===== config.mk =====
export PLATFORM = sky130hd
export DESIGN_NAME = demod_config_regs
export DESIGN_NICKNAME = d
export VERILOG_FILES = /design/src/rtl/demod_cfg_pkg.sv /design/src/rtl/demod_cfg_if.sv /design/src/rtl/demod_config_regs.sv /design/src/rtl/demod_param_decode.sv
export SDC_FILE = /design/constraint.sdc
export NUM_CORES = 1
export LEC_CHECK = 0
export BUFFER_PORTS_ARGS = -buffer_cell sky130_fd_sc_hd__buf_2
export CORE_UTILIZATION = 32
export CTS_CLUSTER_DIAMETER = 120
export DETAILED_ROUTE_END_ITERATION = 12
export GPL_ROUTABILITY_DRIVEN = 1
export GPL_TIMING_DRIVEN = 0
export SLEW_MARGIN = 20
export SYNTH_ARGS = -nofsm -noshare
export SYNTH_HDL_FRONTEND = slang
export SYNTH_SLANG_ARGS = --single-unit

===== constraint.sdc =====
create_clock -name clk_sys -period 2.85 [get_ports clk_sys]
set_clock_uncertainty 0.15 [all_clocks]
set_input_delay 0 -clock clk_sys [delete_from_list [all_inputs] [get_ports clk_sys]]
set_output_delay 0 -clock clk_sys [all_outputs]
set_load 0.01 [all_outputs]

===== src/rtl/demod_cfg_pkg.sv =====
// Purpose: constants shared by the demodulator configuration bank
// Assumes: one clock domain, 8-bit register port
// Notes: offsets are bank-local byte addresses
package demod_cfg_pkg;
  localparam int REG_W = 8;
  localparam int ADDR_W = 8;
  // ----------------------------------------------------------------
  // register offsets
  // ----------------------------------------------------------------
  localparam logic [7:0] OFS_FILTER = 8'h57;
  localparam logic [7:0] OFS_GAIN = 8'h58;
  localparam logic [7:0] OFS_THRESH = 8'h59;
  localparam logic [7:0] OFS_RSVD_A = 8'h5A;
  localparam logic [7:0] OFS_RSVD_B = 8'h5B;
  localparam logic [7:0] OFS_RXDEV = 8'h5C;
  localparam logic [7:0] OFS_AFCLIM = 8'h5D;
  localparam logic [7:0] OFS_SHIFT = 8'h5E;
  localparam logic [7:0] OFS_COEF = 8'h5F;
  localparam int NUM_REGS = 9;
  // ----------------------------------------------------------------
  // reset values
  // ----------------------------------------------------------------
  localparam logic [7:0] RST_FILTER = 8'h04;
  localparam logic [7:0] RST_GAIN = 8'h01;
  localparam logic [7:0] RST_THRESH = 8'h14;
  localparam logic [7:0] RST_RSVD = 8'h00;
  localparam logic [7:0] RST_RXDEV = 8'h12;
  localparam logic [7:0] RST_AFCLIM = 8'h0D;
  localparam logic [7:0] RST_SHIFT = 8'h05;
  localparam logic [7:0] RST_COEF = 8'h6C;
  // ----------------------------------------------------------------
  // field positions
  // ----------------------------------------------------------------
  localparam int AVG_LSB = 4;
  localparam int AVG_MSB = 5;
  localparam int BW_MSB = 2;
  localparam int GAIN_MSB = 2;
  localparam int SHIFT_MSB = 2;
  // averaging codes and shift amounts
  typedef enum logic [1:0] {
    AVG_NONE = 2'b00,
    AVG_TWO = 2'b01,
    AVG_FOUR = 2'b10,
    AVG_EIGHT = 2'b11
  } avg_mode_t;
  // bandwidth factor as numerator over common denominator 600
  localparam int BW_DEN = 600;
endpackage


===== src/rtl/demod_cfg_if.sv =====
// Purpose: carries raw configuration fields from bank to datapath
// Assumes: single clock domain
// Notes: bank drives, datapath consumes
`timescale 1ns/10ps
`default_nettype none
interface demod_cfg_if;
  logic [1:0] post_detect_average;
  logic [2:0] detector_bandwidth_sel;
  logic [2:0] detector_gain;
  logic [7:0] four_level_threshold;
  logic [7:0] rx_deviation_range;
  logic [7:0] afc_track_range;
  logic afc_limiter_disable;
  logic [2:0] synth_correction_shift;
  logic [7:0] synth_correction_coef;
  modport bank (output post_detect_average, detector_bandwidth_sel, detector_gain, four_level_threshold,
    rx_deviation_range, afc_track_range, afc_limiter_disable, synth_correction_shift, synth_correction_coef);
  modport user (input post_detect_average, detector_bandwidth_sel, detector_gain, four_level_threshold,
    rx_deviation_range, afc_track_range, afc_limiter_disable, synth_correction_shift, synth_correction_coef);
endinterface
`default_nettype wire


===== src/rtl/demod_config_regs.sv =====
// Purpose: demodulator configuration register bank and field decode
// Assumes: 8-bit register port synchronous to clk_sys, one access per cycle
// Notes: read data registered, valid one cycle after the read strobe
`timescale 1ns/10ps
`default_nettype none
module demod_config_regs
  import demod_cfg_pkg::*;
(
  input wire logic clk_sys, // system clock, 200 MHz
  input wire logic rst, // synchronous reset, active high
  input wire logic reg_wr, // register write strobe
  input wire logic reg_rd, // register read strobe
  input wire logic [7:0] reg_addr, // bank-local register offset
  input wire logic [7:0] reg_wdata, // write data
  input wire logic afc_limiter_disable, // limiter-disable bit from neighbour register
  output logic [7:0] reg_rdata, // read data
  output logic reg_rvalid, // read data valid pulse
  output logic [1:0] post_detect_average, // averaging code
  output logic [2:0] detector_bandwidth_sel, // bandwidth code
  output logic [2:0] detector_gain, // gain code
  output logic [7:0] four_level_threshold, // four-level threshold
  output logic [7:0] rx_deviation_range, // deviation range value
  output logic [7:0] afc_track_range, // afc tracking range value
  output logic [2:0] synth_correction_shift, // first magnification
  output logic [7:0] synth_correction_coef, // second coefficient
  output logic [2:0] avg_shift, // decoded averaging shift
  output logic [5:0] bw_num, // decoded bandwidth numerator over 600
  output logic [3:0] gain_x2, // decoded twice gain
  output logic [7:0] afc_limit, // effective afc limit
  output logic afc_limit_en // afc limiter active
);
  // ----------------------------------------------------------------
  // register storage
  // ----------------------------------------------------------------
  typedef struct packed {
    logic [NUM_REGS-1:0][7:0] regs;
    logic [7:0] rdata;
    logic rvalid;
  } bank_state_t;
  bank_state_t st, next_st;

  localparam logic [NUM_REGS-1:0][7:0] OFFSETS = {OFS_COEF, OFS_SHIFT, OFS_AFCLIM, OFS_RXDEV,
    OFS_RSVD_B, OFS_RSVD_A, OFS_THRESH, OFS_GAIN, OFS_FILTER};
  localparam logic [NUM_REGS-1:0][7:0] RESETS = {RST_COEF, RST_SHIFT, RST_AFCLIM, RST_RXDEV,
    RST_RSVD, RST_RSVD, RST_THRESH, RST_GAIN, RST_FILTER};

  logic [NUM_REGS-1:0] hit;
  logic [NUM_REGS-1:0][7:0] masked;

  // address match per register
  genvar gi;
  generate
    for (gi = 0; gi < NUM_REGS; gi = gi + 1) begin : g_dec
      assign hit[gi] = (reg_addr == OFFSETS[gi]);
      assign masked[gi] = hit[gi] ? st.regs[gi] : 8'h00;
    end
  endgenerate

  // next-state: writes, read mux
  always_comb begin
    logic [7:0] rd;
    rd = 8'h00;
    next_st = st;
    for (int i = 0; i < NUM_REGS; i++) begin
      rd = rd | masked[i];
      if (reg_wr && hit[i]) begin
        next_st.regs[i] = reg_wdata;
      end
    end
    next_st.rvalid = reg_rd;
    next_st.rdata = reg_rd ? rd : 8'h00; // unmapped reads give zero
  end

  // register the bank
  always_ff @(posedge clk_sys) begin
    if (rst) begin
      st.regs <= RESETS;
      st.rdata <= 8'h00;
      st.rvalid <= 1'b0;
    end else begin
      st <= next_st;
    end
  end

  // ----------------------------------------------------------------
  // field outputs, straight from flip-flops
  // ----------------------------------------------------------------
  assign reg_rdata = st.rdata;
  assign reg_rvalid = st.rvalid;
  assign post_detect_average = st.regs[0][AVG_MSB:AVG_LSB];
  assign detector_bandwidth_sel = st.regs[0][BW_MSB:0];
  assign detector_gain = st.regs[1][GAIN_MSB:0];
  assign four_level_threshold = st.regs[2];
  assign rx_deviation_range = st.regs[5];
  assign afc_track_range = st.regs[6];
  assign synth_correction_shift = st.regs[7][SHIFT_MSB:0];
  assign synth_correction_coef = st.regs[8];

  // ----------------------------------------------------------------
  // decode for the datapath
  // ----------------------------------------------------------------
  demod_cfg_if cfg_bus ();
  assign cfg_bus.post_detect_average = post_detect_average;
  assign cfg_bus.detector_bandwidth_sel = detector_bandwidth_sel;
  assign cfg_bus.detector_gain = detector_gain;
  assign cfg_bus.four_level_threshold = four_level_threshold;
  assign cfg_bus.rx_deviation_range = rx_deviation_range;
  assign cfg_bus.afc_track_range = afc_track_range;
  assign cfg_bus.afc_limiter_disable = afc_limiter_disable;
  assign cfg_bus.synth_correction_shift = synth_correction_shift;
  assign cfg_bus.synth_correction_coef = synth_correction_coef;

  demod_param_decode u_decode (
    .clk_sys(clk_sys),
    .rst(rst),
    .cfg(cfg_bus),
    .avg_shift(avg_shift),
    .bw_num(bw_num),
    .gain_x2(gain_x2),
    .afc_limit(afc_limit),
    .afc_limit_en(afc_limit_en)
  );
endmodule
`default_nettype wire


===== src/rtl/demod_param_decode.sv =====
// Purpose: turns raw configuration fields into datapath control values
// Assumes: fields come from the configuration bank
// Notes: registered outputs, one cycle behind the fields
`timescale 1ns/10ps
`default_nettype none
module demod_param_decode
  import demod_cfg_pkg::*;
(
  input wire logic clk_sys, // system clock
  input wire logic rst, // synchronous reset
  demod_cfg_if.user cfg, // raw configuration fields
  output logic [2:0] avg_shift, // log2 of averaging depth
  output logic [5:0] bw_num, // bandwidth factor numerator over 600
  output logic [3:0] gain_x2, // twice the detector gain
  output logic [7:0] afc_limit, // effective afc limit
  output logic afc_limit_en // limiter active
);
  typedef struct packed {
    logic [2:0] avg_shift;
    logic [5:0] bw_num;
    logic [3:0] gain_x2;
    logic [7:0] afc_limit;
    logic afc_limit_en;
  } dec_state_t;
  dec_state_t st, next_st;

  // combinational decode of the averaging, bandwidth, gain and afc fields
  always_comb begin
    next_st = st;
    case (cfg.post_detect_average)
      AVG_NONE: next_st.avg_shift = 3'h0;
      AVG_TWO: next_st.avg_shift = 3'h1;
      AVG_FOUR: next_st.avg_shift = 3'h2;
      AVG_EIGHT: next_st.avg_shift = 3'h3;
      default: next_st.avg_shift = 3'h0;
    endcase
    // factor times 600: 1/120, 1/100, 7/600, 1/75, 3/200, 1/60, 1/30
    case (cfg.detector_bandwidth_sel)
      3'h0: next_st.bw_num = 6'h05;
      3'h1: next_st.bw_num = 6'h06;
      3'h2: next_st.bw_num = 6'h07;
      3'h3: next_st.bw_num = 6'h08;
      3'h4: next_st.bw_num = 6'h09;
      3'h5: next_st.bw_num = 6'h0A;
      default: next_st.bw_num = 6'h14;
    endcase
    next_st.gain_x2 = {1'b0, cfg.detector_gain} + 4'h1;
    next_st.afc_limit_en = ~cfg.afc_limiter_disable;
    next_st.afc_limit = cfg.afc_limiter_disable ? 8'hFF : cfg.afc_track_range;
  end

  // register the decoded values
  always_ff @(posedge clk_sys) begin
    if (rst) begin
      st <= '0;
    end else begin
      st <= next_st;
    end
  end

  assign avg_shift = st.avg_shift;
  assign bw_num = st.bw_num;
  assign gain_x2 = st.gain_x2;
  assign afc_limit = st.afc_limit;
  assign afc_limit_en = st.afc_limit_en;
endmodule
`default_nettype wire


==> parameters.txt <==
Parameter                              Value

Run status
  Run status ... finished, final reports clean

Global route
  Global route overflow ... 0
  Maximum number of pins on one net before global-route repair ... 19
  Vias in the first global route ... 3,639
  Number of antenna violations at the first check in global routing ... 0
  First-pass GRT wire length ... 19.06 mm
  Aggregate global-route resource usage ... 17.16%

Power and ir drop
  Worst IR Drop VDD ... 244.1 uV
  Power per cell area ... 514.3 mW/mm^2
  Portion of total power attributed to the clock network ... 44.0%
  Standby leakage power ... 0.002623 uW
  Net switching power ... 688.9 uW
  Cell internal power dissipation ... 2180 uW
  Fraction of power consumed by combinational cells ... 6.3%
  Fraction of power spent switching nets ... 24.01%
  Proportion of power drawn by flip-flops and latches ... 49.7%

Layout
  Filler cell count in the final layout ... 1,383
  Finished Layout Cells ... 766
  Fraction of the core area covered by cells at the end of the flow ... 40.35%
  Antenna cell count ... 0
  Share of final-layout standard cells stronger than drive strength 1 ... 30.20%
  Area Growth Syn to Fin ... 23.07%
  Final #Nets ... 603

Synth
  Number of enable flip-flop cells after synthesis ... 0
  Count leader, synth ... dfxtp_1
  Sequential fraction of the synthesis area ... 44.60%
  Average cell area after synthesis ... 9.503 um^2
  Share of async-settable or async-resettable flops after synthesis ... 0%
  Number of register bits inferred by synthesis ... 101
  Post-synthesis instance area ... 0.004533 mm^2
  Warnings from Yosys ... 0
  Top cell type's share of synthesized area ... 44.60%
  Synthesized netlist cell count ... 477
  Most used flip-flop cell after synthesis ... dfxtp_1
  Cell type with the highest aggregate area in the netlist ... dfxtp_1
  Most frequent cells after synthesis ... dfxtp_1, nor2_1, mux2i_1
  Biggest area contributors in the synthesized netlist ... dfxtp_1, mux2i_1, buf_4
  Distinct cell type count after synthesis ... 50

Setup path
  Path depth of the worst reg2reg path ... 4
  Critical path capture point type ... flop
  Startpoint of the worst register-to-register path ... afc_track_range[4]
  Category of the most critical setup path ... input pin to flop
  R2R Path End ... reg_rdata[4]
  Flop2flop setup slack ... 1390 ps
  Worst path max stage delay ... 660 ps
  Critical path, cell by cell ... dlygate4sd3_1 > buf_6 > nand2b_4 > nor4_2 > a22oi_1 > o21ai_0
  Maximum fanout along the worst path ... 10
  Cell with the largest stage delay on the worst path ... nor4_2
  Critical Path RT ... 2930 ps
  Type of element launching the critical path ... input pin
  Endpoint arrival time on the critical path ... 1960 ps

Place
  Setup Slack @ Placement ... 1110 ps
  Placed cell count ... 740
  Buffers on Ports ... 82
  Routability congestion estimate ... 0.8265
  Post-detail-place hpwl ... 8.871 mm

Die
  Die X-Extent ... 121.0 um
  Die ar. ... 0.01465 mm^2
  Starting Density ... 32.78%
  I/O pin count ... 95
  Core footprint ... 0.01383 mm^2
  DIE HEIGHT ... 121.0 um
  Floorplan row count ... 43

Routing
  Detailed-routing iteration count for the pre-antenna-repair pass ... 5
  Starting DRC count in detailed routing ... 154
  Wire per inst ... 15.83 um
  Final wirelength ... 12.12 mm
  Count of antenna-violating nets left after detailed routing ... 0
  Routed via count ... 3,629
  Vias/cell ... 4.738
  Number of design rule violations left after detail routing ... 0

STA
  Unrepaired setup endpoints after global routing ... false
  Setup violations, final ... 0
  Final Cycle Share ... 66.04%
  Worst setup margin ... 967.7 ps
  Slew @ Worst Pin ... 789.2 ps
  Worst hold-check slack ... 15.24 ps
  Headroom to the max-slew limit ... 46.95%
  Final min period ... 1882 ps
  Maximum frequency from static timing analysis ... 531.3 MHz
  Fin. max-slew vios ... 0
  TNS Setup ... 0 ps
  Final count of hold timing violations ... 0

Clocking
  PostCTS Resize Cnt ... 0
  Number of buffers inserted during clock tree synthesis ... 9
  Number of buffers inserted to repair setup after CTS ... 0
  # H-tree levels ... 3
  Clock tree root buffer cell ... clkbuf_16
  Maximum root-to-sink buffer count ... 2
  Clock slew at reported path FFs ... 80 ps
  CTS tree ... done
  Clk sink count ... 101
  Later-pin clock latency in the skew report ... 340 ps
  Post-CTS Hold Fix Bufs ... 10

Hold path
  Cell count of the worst hold path ... 3
  Hold Crit Start ... reg_wdata[6]
  Worst hold path endpoint ... synth_correction_coef[6]
  Hold Path Class ... input pin to flop

Job
  Number of max-cap violations ... 0
## logic make-up after synthesis
| group | after synthesis | synth area share (%) |
|---|---|---|
| and+or+nand+nor | 148 | 15.87 |
| DFF | 101 | 44.60 |
| buffers and inverters | 92 | 12.70 |
| muxes | 79 | 17.78 |
| AOI/OAI and AO/OA | 54 | 8.501 |
| adders and majority gates | 1 | 0.2760 |
| other | 1 | 0.08272 |
| xor gates and xnor gates | 1 | 0.1932 |
## power by group through the flow
| stage | registers, uW | clock network (uW) | logic (uW) |
|---|---|---|---|
| 2_1_floorplan | 1460 | 0 | 100 |
| 3_3_place_gp | 1460 | 0 | 168 |
| 3_5_place_dp | 1460 | 0 | 170 |
| 4_1_cts | 1420 | 1280 | 181 |
| 5_1_grt | 1430 | 1350 | 197 |
| 6_report | 1420 | 1260 | 181 |
## how the worst max path moves through the flow
stage / start / to / slack [ps] / cells after the start
floorplan: reg_addr[7] / detector_bandwidth_sel[2] / 1500 / 6
global placement: reg_addr[7] / reg_rdata[5] / 1130 / 5
detailed placement: reg_addr[7] / reg_rdata[4] / 1110 / 5
CTS: rst / reg_rdata[4] / 1030 / 6
global route: rst / st[12] / 920 / 5
finish: rst / reg_rdata[4] / 970 / 6
## cell usage in the layout (no fill, tap or decap), types with 2 or more instances in the layout
| cell type | Yosys | routed |
|---|---|---|
| dfxtp_1 | 101 | 101 |
| o31a_1 | 2 | 2 |
| clkbuf_1 | 18 | 18 |
| a211o_1 | 4 | 4 |
| and3_1 | 3 | 3 |
| buf_2 | 9 | 91 |
| clkinv_4 | 0 | 2 |
| a22o_1 | 2 | 2 |
| a311oi_1 | 3 | 3 |
| nor2_1 | 98 | 98 |
| a31oi_1 | 2 | 2 |
| inv_1 | 4 | 4 |
| nand2_1 | 4 | 4 |
| buf_4 | 56 | 56 |
| nand3b_1 | 2 | 2 |
| buf_1 | 3 | 3 |
| nor3_1 | 10 | 10 |
| o21ai_0 | 8 | 8 |
| o2bb2ai_1 | 5 | 5 |
| nor2b_1 | 11 | 11 |
| inv_6 | 0 | 3 |
| o22ai_1 | 2 | 2 |
| mux2i_1 | 76 | 76 |
| and4b_1 | 2 | 2 |
| clkbuf_16 | 0 | 9 |
| a2bb2oi_1 | 2 | 2 |
| mux2_2 | 2 | 2 |
| o22a_1 | 2 | 2 |
| dlygate4sd3_1 | 0 | 10 |
| conb_1 | 1 | 2 |
| a22oi_1 | 9 | 9 |
| nand3_2 | 5 | 5 |
| a21oi_1 | 10 | 10 |
## sequential cells by signal, summed over array words and instances, names as in the netlist
register                flops
st                         29
detector_gain               3
synth_correction_coef       8
post_detect_average         2
reg_rvalid                  1
u_decode.gain_x2            4
four_level_threshold        8
u_decode.bw_num             5
u_decode.afc_limit_en       1
reg_rdata                   8
rx_deviation_range          8
synth_correction_shift      3
u_decode.avg_shift          2
u_decode.afc_limit          8
detector_bandwidth_sel      3
afc_track_range             8
## per-layer routing
metal	vias up	routed length, um	GRT usage [%]
li1	1788	-	-
met1	1727	5776	22.86
met2	101	5709	28.04
met3	13	508	3.242
met4	0	130	5.093
met5	-	0	0
## final cells by class
class / instances / area, um^2 / area share (%)
Sequential cell: 101 / 2022 / 36.24
Multi-Input combinational cell: 285 / 1939 / 34.76
Buffer: 88 / 560.5 / 10.05
Timing Repair Buffer: 92 / 510.5 / 9.150
Clock buffer: 9 / 225.2 / 4.037
Tap cell: 180 / 225.2 / 4.037
Clock inverter: 7 / 81.33 / 1.458
Inverter: 4 / 15.01 / 0.2691
## stage by stage
stage,power (uW),instance area (um^2)
floorplan,1563,4537
global placement,1625,5172
detailed placement,1627,5172
CTS,2889,5579
global route,2967,5579
finish,2869,5579
## critical path: cells and delay by family
family                 cells  cell delay [ps]
AO/OA/AOI/OAI              2              420
buffers and inverters      2              710
AND/OR/NAND/NOR            2              820
Note: power is estimated with default switching activity, not from simulation.
